File: src/common/tgc_pkg.sv
// Constants and types shared by the three-phase gate control block
package tgc_pkg;
    localparam int NUM_PHASES = 3;
    // Avalon-MM register map (byte addresses)
    localparam logic [3:0] ADDR_CTRL = 4'h0;
    localparam logic [3:0] ADDR_CONFIG = 4'h4;
    localparam logic [3:0] ADDR_STATUS = 4'h8;
    // Control register fields
    localparam int CTRL_HIGH_LSB = 0;
    localparam int CTRL_LOW_LSB = 3;
    localparam logic [5:0] CTRL_RESET = 6'h00;
    // Configuration register fields
    localparam int CFG_MODE_BIT = 0;
    // Status register fields
    localparam int STAT_INT_HIGH_LSB = 0;
    localparam int STAT_INT_LOW_LSB = 3;
    localparam int STAT_GATE_HIGH_LSB = 6;
    localparam int STAT_GATE_LOW_LSB = 9;
    localparam int STAT_ACTIVE_BIT = 12;
    localparam int STAT_TIMEOUT_BIT = 13;
    localparam int STAT_ENABLE_BIT = 14;
    // Enable input timeout in watchdog mode
    localparam longint CLK_HZ = 64'd125000000;
    localparam longint ENABLE_TIMEOUT_MS = 64'd100;
    localparam longint ENABLE_TIMEOUT_CYC = ENABLE_TIMEOUT_MS * CLK_HZ / 64'd1000;
    localparam int TIMER_W = 24;
    typedef enum logic
    {
        TGC_MODE_DIRECT = 1'b0,
        TGC_MODE_WATCHDOG = 1'b1
    } tgc_mode_t;
    typedef enum logic
    {
        TGC_WD_RUN = 1'b0,
        TGC_WD_EXPIRED = 1'b1
    } tgc_wd_state_t;
endpackage

File: src/common/tgc_phase_if.sv
// Signals of one phase between the top and its command decoder
`timescale 1ns/1ps
interface tgc_phase_if;
    logic high_side_input_pin;
    logic low_side_input_pin;
    logic high_side_reg_bit;
    logic low_side_reg_bit;
    logic gates_active;
    logic internal_high_cmd;
    logic internal_low_cmd;
    logic high_gate_out;
    logic low_gate_out;
    modport ctrl
    (
        output high_side_input_pin,
        output low_side_input_pin,
        output high_side_reg_bit,
        output low_side_reg_bit,
        output gates_active,
        input internal_high_cmd,
        input internal_low_cmd,
        input high_gate_out,
        input low_gate_out
    );
    modport phase
    (
        input high_side_input_pin,
        input low_side_input_pin,
        input high_side_reg_bit,
        input low_side_reg_bit,
        input gates_active,
        output internal_high_cmd,
        output internal_low_cmd,
        output high_gate_out,
        output low_gate_out
    );
endinterface

File: src/tgc_phase.sv
// Command merge and gate decode for one phase
`timescale 1ns/1ps
module tgc_phase
(
    tgc_phase_if.phase ph
);
    always_comb
    begin
        ph.internal_high_cmd = ph.high_side_input_pin | ph.high_side_reg_bit;
        ph.internal_low_cmd = ph.low_side_input_pin | ph.low_side_reg_bit;
        // Only an exclusive command pair turns on a gate; equal pairs leave the node floating
        ph.high_gate_out = ph.gates_active & ph.internal_high_cmd & ~ph.internal_low_cmd;
        ph.low_gate_out = ph.gates_active & ph.internal_low_cmd & ~ph.internal_high_cmd;
    end
endmodule

File: src/tgc_gate_ctrl.sv
// Three-phase gate control logic with Avalon-MM register access
//
// Overview of operation
// - Each phase's internal high command is the OR of its high-side pin and register bit.
// - Each phase's internal low command is the OR of its low-side pin and register bit.
// - With gates active, high-only drives only the high gate, low-only drives only the low gate.
// - When both internal commands of a phase are equal, both of its gates stay off.
// - While gate outputs are disabled, every gate output is held low.
// - Each phase is merged and decoded on its own, isolated from the other phases.
// - An undriven phase input pin reads as logic 0, like a weak pull-down.
// - Direct mode disables gates while enable is low; watchdog mode after the enable timeout.
//
// Added by the designer: the placing of the registers and the Avalon-MM slave port.
`timescale 1ns/1ps
module tgc_gate_ctrl
#(
    parameter int unsigned ENABLE_TIMEOUT_CYC = int'(tgc_pkg::ENABLE_TIMEOUT_CYC)
)
(
    input wire logic clk_sys_i,
    input wire logic rst_n_i,
    input wire logic [3:0] avs_address_i,
    input wire logic avs_read_i,
    input wire logic avs_write_i,
    input wire logic [31:0] avs_writedata_i,
    output logic [31:0] avs_readdata_o,
    output logic avs_waitrequest_o,
    input wire logic [2:0] high_side_input_pin_i,
    input wire logic [2:0] high_side_pin_driven_i,
    input wire logic [2:0] low_side_input_pin_i,
    input wire logic [2:0] low_side_pin_driven_i,
    input wire logic enable_i,
    output logic [2:0] high_gate_out_o,
    output logic [2:0] low_gate_out_o
);
    localparam int NP = tgc_pkg::NUM_PHASES;

    logic [NP-1:0] high_side_reg_bit;
    logic [NP-1:0] low_side_reg_bit;
    tgc_pkg::tgc_mode_t mode;
    tgc_pkg::tgc_wd_state_t wd_state;
    logic [tgc_pkg::TIMER_W-1:0] wd_timer;
    logic enable_q;
    logic gates_active;
    logic [NP-1:0] int_high;
    logic [NP-1:0] int_low;
    logic [NP-1:0] next_high_gate;
    logic [NP-1:0] next_low_gate;
    logic [NP-1:0] high_pin_eff;
    logic [NP-1:0] low_pin_eff;
    logic wr_take;
    logic rd_take;

    ////////////////////////////////////////////////////////////////////////////////
    // Per-phase decoders
    generate
        for (genvar p = 0; p < NP; p++)
        begin : g_phase
            tgc_phase_if ph_if ();
            // Undriven pins default low
            assign high_pin_eff[p] = high_side_input_pin_i[p] & high_side_pin_driven_i[p];
            assign low_pin_eff[p] = low_side_input_pin_i[p] & low_side_pin_driven_i[p];
            assign ph_if.high_side_input_pin = high_pin_eff[p];
            assign ph_if.low_side_input_pin = low_pin_eff[p];
            assign ph_if.high_side_reg_bit = high_side_reg_bit[p];
            assign ph_if.low_side_reg_bit = low_side_reg_bit[p];
            assign ph_if.gates_active = gates_active;
            assign int_high[p] = ph_if.internal_high_cmd;
            assign int_low[p] = ph_if.internal_low_cmd;
            assign next_high_gate[p] = ph_if.high_gate_out;
            assign next_low_gate[p] = ph_if.low_gate_out;
            // Each phase has its own decoder instance
            tgc_phase u_phase
            (
                .ph(ph_if.phase)
            );
        end
    endgenerate

    ////////////////////////////////////////////////////////////////////////////////
    // Gate output registers
    always_ff @(posedge clk_sys_i or negedge rst_n_i)
    begin
        if (!rst_n_i)
        begin
            high_gate_out_o <= '0;
            low_gate_out_o <= '0;
        end
        else
        begin
            high_gate_out_o <= next_high_gate;
            low_gate_out_o <= next_low_gate;
        end
    end

    ////////////////////////////////////////////////////////////////////////////////
    // Output enable: direct level or watchdog timeout
    always_comb
    begin
        if (mode == tgc_pkg::TGC_MODE_DIRECT)
        begin
            gates_active = enable_i;
        end
        else
        begin
            gates_active = (wd_state == tgc_pkg::TGC_WD_RUN);
        end
    end

    always_ff @(posedge clk_sys_i or negedge rst_n_i)
    begin
        if (!rst_n_i)
        begin
            enable_q <= 1'b0;
        end
        else
        begin
            enable_q <= enable_i;
        end
    end

    // Any enable edge restarts the timeout; expiry holds until the next edge
    always_ff @(posedge clk_sys_i or negedge rst_n_i)
    begin
        if (!rst_n_i)
        begin
            wd_state <= tgc_pkg::TGC_WD_EXPIRED;
            wd_timer <= '0;
        end
        else if (enable_i != enable_q)
        begin
            wd_state <= tgc_pkg::TGC_WD_RUN;
            wd_timer <= '0;
        end
        else
        begin
            case (wd_state)
                tgc_pkg::TGC_WD_RUN:
                begin
                    if (wd_timer >= tgc_pkg::TIMER_W'(ENABLE_TIMEOUT_CYC - 1))
                    begin
                        wd_state <= tgc_pkg::TGC_WD_EXPIRED;
                    end
                    else
                    begin
                        wd_timer <= wd_timer + 1'b1;
                    end
                end
                tgc_pkg::TGC_WD_EXPIRED:
                begin
                    wd_timer <= '0;
                end
                default:
                begin
                    wd_state <= tgc_pkg::TGC_WD_EXPIRED;
                end
            endcase
        end
    end

    ////////////////////////////////////////////////////////////////////////////////
    // Avalon-MM slave: one wait cycle, then the transfer completes
    assign wr_take = avs_write_i & ~avs_waitrequest_o;
    assign rd_take = avs_read_i & avs_waitrequest_o;

    always_ff @(posedge clk_sys_i or negedge rst_n_i)
    begin
        if (!rst_n_i)
        begin
            avs_waitrequest_o <= 1'b1;
        end
        else if ((avs_read_i | avs_write_i) & avs_waitrequest_o)
        begin
            avs_waitrequest_o <= 1'b0;
        end
        else
        begin
            avs_waitrequest_o <= 1'b1;
        end
    end

    always_ff @(posedge clk_sys_i or negedge rst_n_i)
    begin
        if (!rst_n_i)
        begin
            high_side_reg_bit <= tgc_pkg::CTRL_RESET[tgc_pkg::CTRL_HIGH_LSB +: NP];
            low_side_reg_bit <= tgc_pkg::CTRL_RESET[tgc_pkg::CTRL_LOW_LSB +: NP];
            mode <= tgc_pkg::TGC_MODE_DIRECT;
        end
        else if (wr_take)
        begin
            if (avs_address_i == tgc_pkg::ADDR_CTRL)
            begin
                high_side_reg_bit <= avs_writedata_i[tgc_pkg::CTRL_HIGH_LSB +: NP];
                low_side_reg_bit <= avs_writedata_i[tgc_pkg::CTRL_LOW_LSB +: NP];
            end
            if (avs_address_i == tgc_pkg::ADDR_CONFIG)
            begin
                mode <= tgc_pkg::tgc_mode_t'(avs_writedata_i[tgc_pkg::CFG_MODE_BIT]);
            end
        end
    end

    always_ff @(posedge clk_sys_i or negedge rst_n_i)
    begin
        if (!rst_n_i)
        begin
            avs_readdata_o <= '0;
        end
        else if (rd_take)
        begin
            avs_readdata_o <= '0;
            case (avs_address_i)
                tgc_pkg::ADDR_CTRL:
                begin
                    avs_readdata_o[tgc_pkg::CTRL_HIGH_LSB +: NP] <= high_side_reg_bit;
                    avs_readdata_o[tgc_pkg::CTRL_LOW_LSB +: NP] <= low_side_reg_bit;
                end
                tgc_pkg::ADDR_CONFIG:
                begin
                    avs_readdata_o[tgc_pkg::CFG_MODE_BIT] <= mode;
                end
                tgc_pkg::ADDR_STATUS:
                begin
                    avs_readdata_o[tgc_pkg::STAT_INT_HIGH_LSB +: NP] <= int_high;
                    avs_readdata_o[tgc_pkg::STAT_INT_LOW_LSB +: NP] <= int_low;
                    avs_readdata_o[tgc_pkg::STAT_GATE_HIGH_LSB +: NP] <= high_gate_out_o;
                    avs_readdata_o[tgc_pkg::STAT_GATE_LOW_LSB +: NP] <= low_gate_out_o;
                    avs_readdata_o[tgc_pkg::STAT_ACTIVE_BIT] <= gates_active;
                    avs_readdata_o[tgc_pkg::STAT_TIMEOUT_BIT] <= wd_state;
                    avs_readdata_o[tgc_pkg::STAT_ENABLE_BIT] <= enable_i;
                end
                default:
                begin
                    avs_readdata_o <= '0;
                end
            endcase
        end
    end
endmodule

File: config.mk
export PLATFORM = sky130hd
export DESIGN_NAME = tgc_gate_ctrl
export DESIGN_NICKNAME = d
export VERILOG_FILES = /design/src/common/tgc_pkg.sv /design/src/common/tgc_phase_if.sv /design/src/tgc_phase.sv /design/src/tgc_gate_ctrl.sv
export SDC_FILE = /design/constraint.sdc
export NUM_CORES = 1
export LEC_CHECK = 0
export CORE_UTILIZATION = 30
export DETAILED_ROUTE_END_ITERATION = 7
export DONT_BUFFER_PORTS = 1
export GPL_ROUTABILITY_DRIVEN = 0
export SKIP_CTS_REPAIR_TIMING = 1
export SYNTH_ARGS = -nofsm -noshare
export SYNTH_HDL_FRONTEND = slang
export SYNTH_SLANG_ARGS = --single-unit
File: constraint.sdc
create_clock -name clk_sys_i -period 1.75 [get_ports clk_sys_i]
set_input_delay 0.4375 -clock clk_sys_i [delete_from_list [all_inputs] [get_ports clk_sys_i]]
set_output_delay 0.4375 -clock clk_sys_i [all_outputs]
set_load 0.01 [all_outputs]
==> results_dict.tcl <==
set metrics [dict create \
    io_pins 92 \
    insertion_delay_ps 310 \
    ir_drop_mv 0.534 \
    post_drt_wl_per_cell_um 14.5 \
    drv_cap 0 \
    syn_area_per_cell_um2 10.4 \
    layout-drive-gt1-share_pct 29.2 \
    fin_nets 365 \
    crit_required_ps 1960 \
    ys_seq_area_share_pct 51.0 \
    async_reset_ff_share_pct 100 \
    h-tree-depth 2 \
    critPathSlowestCell "dfrtp_1" \
    pwr_density_cell_nw_per_um2 745 \
    route.vias.total 2102 \
    core_um2 8720 \
    min_period_ps 1830 \
    die-height_um 96.9 \
    area_growth_pct 24.9 \
    yosys.area.top_type "dfrtp_1" \
    antenna_found_initial 0 \
    n_antenna_cell 0 \
    num_rows 34 \
    grt_pass1_wl_um 9880 \
    drt-total-wl_um 6110 \
    cts_buffer_depth 2 \
    crit_type "reg2reg" \
    viasPerCell 5.00 \
    finalHoldViolCount 0 \
    synth_top_area_share_pct 49.1 \
    portBuffers 0 \
    fin_crit_sh_pct 105 \
    stdcell_count 420 \
    cts_root_buf "clkbuf_8" \
    initial_core_util_pct 31.0 \
    start_kind "flip-flop" \
    clk_pin_slew_ps 100 \
    synthCells 259 \
    cts_tree "yes" \
    place_inst 400 \
    cts.sinks 55 \
    antenna_left 0 \
    cp-startpoint "wd_timer[22]" \
    grt_usage_pct 12.9 \
    synth_area_um2 2700 \
    grt_pass1_vias 2063 \
    crit_chain "nand4bb_1 -> a2111o_1 -> buf_6 -> o21ai_4 -> nor4_2 -> o21a_1" \
    grt_max_degree 56 \
    synth_seq_cells 55 \
    drtPass1Iterations 4 \
    r2r-start "wd_timer[22]" \
    hp-class "in2reg" \
    rsz0062_at_grt "yes" \
    synthTopCellsByArea "dfrtp_1 (49%), buf_4 (4.7%), a21oi_1 (3.3%)" \
    yosys_warnings 0 \
    drc_errors 0 \
    critPathCaptureType "flip-flop" \
    leakagePower_nw 1.54 \
    holdCritStartpoint "enable_i" \
    final_util_pct 38.7 \
    synth_edf_count 0 \
    fmax_mhz 546 \
    violations "negative setup slack" \
    yosys_most_used_dff "dfrtp_1" \
    die_w_um 96.9 \
    overflow 0 \
    finalSetupViolCount 17 \
    setup_ws_ps -80.4 \
    drt-initial-drc-count 93 \
    die-area_um2 9390 \
    fin_skew_ps 4.14 \
    critPathMaxStageDelay_ps 400 \
    cts_buffers 5 \
    ys_types 47 \
    status "finished, violations left" \
    crit_fanout 7 \
    critPathArrivalTime_ps 2040 \
    dp_hpwl_um 4180 \
    slew_viol_final 0 \
]
per-layer routing:
layer	vias up	GRT usage (%)	wire, µm
met1	1021	16.7	2620
met3	6	4.41	437
met2	58	20.5	2980
met5	-	0	0
li1	1017	-	-
met4	0	3.44	62
final cells by class:
class | instances | area [µm²]
inverters | 8 | 30.0
clock buffers | 6 | 82.6
multi-input cells | 187 | 1280
fillers | 842 | 5350
clock inverters | 2 | 17.5
flip-flops and latches | 55 | 1380
well taps | 108 | 135
repair buffers | 54 | 454
logic make-up (layout without fill, tap and decap cells):
kind of cell	Yosys count	count (layout)	share of synthesized area (%)
DFF	55	55	51.0
buffers and inverters	34	70	7.68
AOI/OAI and AO/OA	64	65	16.0
and+or+nand+nor	87	87	18.5
other	1	17	0.139
xor gates and xnor gates	9	9	2.92
muxes	8	8	3.29
adders and majority gates	1	1	0.463
worst max-delay path, delay by kind of cell, from the launching register on:
| kind | cells | cell delay (ps) |
|---|---|---|
| compound gates | 3 | 880 |
| simple gates | 2 | 300 |
| flops | 1 | 400 |
| buf+inv | 1 | 150 |
registers in the layout, indices dropped and copies added, names as in the netlist:
register,cells
avs_readdata_o,15
low_side_reg_bit,3
low_gate_out_o,3
wd_state,1
high_gate_out_o,3
enable_q,1
mode,1
wd_timer,24
high_side_reg_bit,3
avs_waitrequest_o,1
Yosys cell counts (all sizes together), types with 2 or more instances:
library cell and instances:
nand4 10, clkbuf 6, nand3 6, a21oi 19
nand3b 2, a31oi 6, inv 8, nand2 21
dfrtp 53, or4 5, xor2 7, o211ai 3
mux2 7, o21ai 16, dfstp 2, xnor2 2
nor4 2, a22o 8, o21a 2, or3 8
nor3 4, o31a 2, buf 20, nor3b 6
o31ai 6, nor2 15, and3 3
power breakdown:
part	internal, mW	total [mW]	switching [mW]
clock network	0.333	0.781	0.448
registers	1.36	1.45	0.0921
logic	0.136	0.284	0.148
through the flow:
stage               setup TNS [ps]  instance area, µm²  total power [mW]  hold slack [ps]  worst slack (ps)
finish                        -623                3370              2.51              142             -80.4
global route                 -2720                3370              2.64              114              -185
CTS                          -2540                3170              2.51             -210              -252
detailed placement           -2920                3070              1.72              145              -225
global placement             -2780                3070              1.72              144              -191
floorplan                     -637                2800              1.66              142              -104
worst paths after layout:
path,to,cells after the start,slack [ps]
worst max-delay path,wd_timer[5],6,-80
worst min-delay path,enable_q,0,140
worst max register to register,wd_timer[5],6,-80
worst min register to register,avs_waitrequest_o,1,520
max in group asynchronous,wd_state,2,800
min in group asynchronous,wd_timer[22],2,660
placed cells by master, fill, tap and decap left out, types with 2 or more instances in the layout:
master,count
dfstp_2,2
o211ai_1,2
buf_4,45
nand3_2,2
mux2_4,6
a21oi_1,18
o21ai_4,2
nand3_1,4
dfrtp_1,53
o31ai_1,6
nor2_1,12
or4_1,4
buf_6,7
or3_1,8
inv_1,8
a22o_1,8
clkbuf_8,6
nand4_1,9
conb_1,17
inv_6,2
xor2_1,7
nor2_2,2
o21ai_0,8
a31oi_1,6
nor4_2,2
nor3_1,2
o21ai_1,6
nand2_1,20
nor3b_1,6
xnor2_1,2
and3_1,2
o21a_1,2
nand3b_1,2
Power figures use the tool's default switching activity.
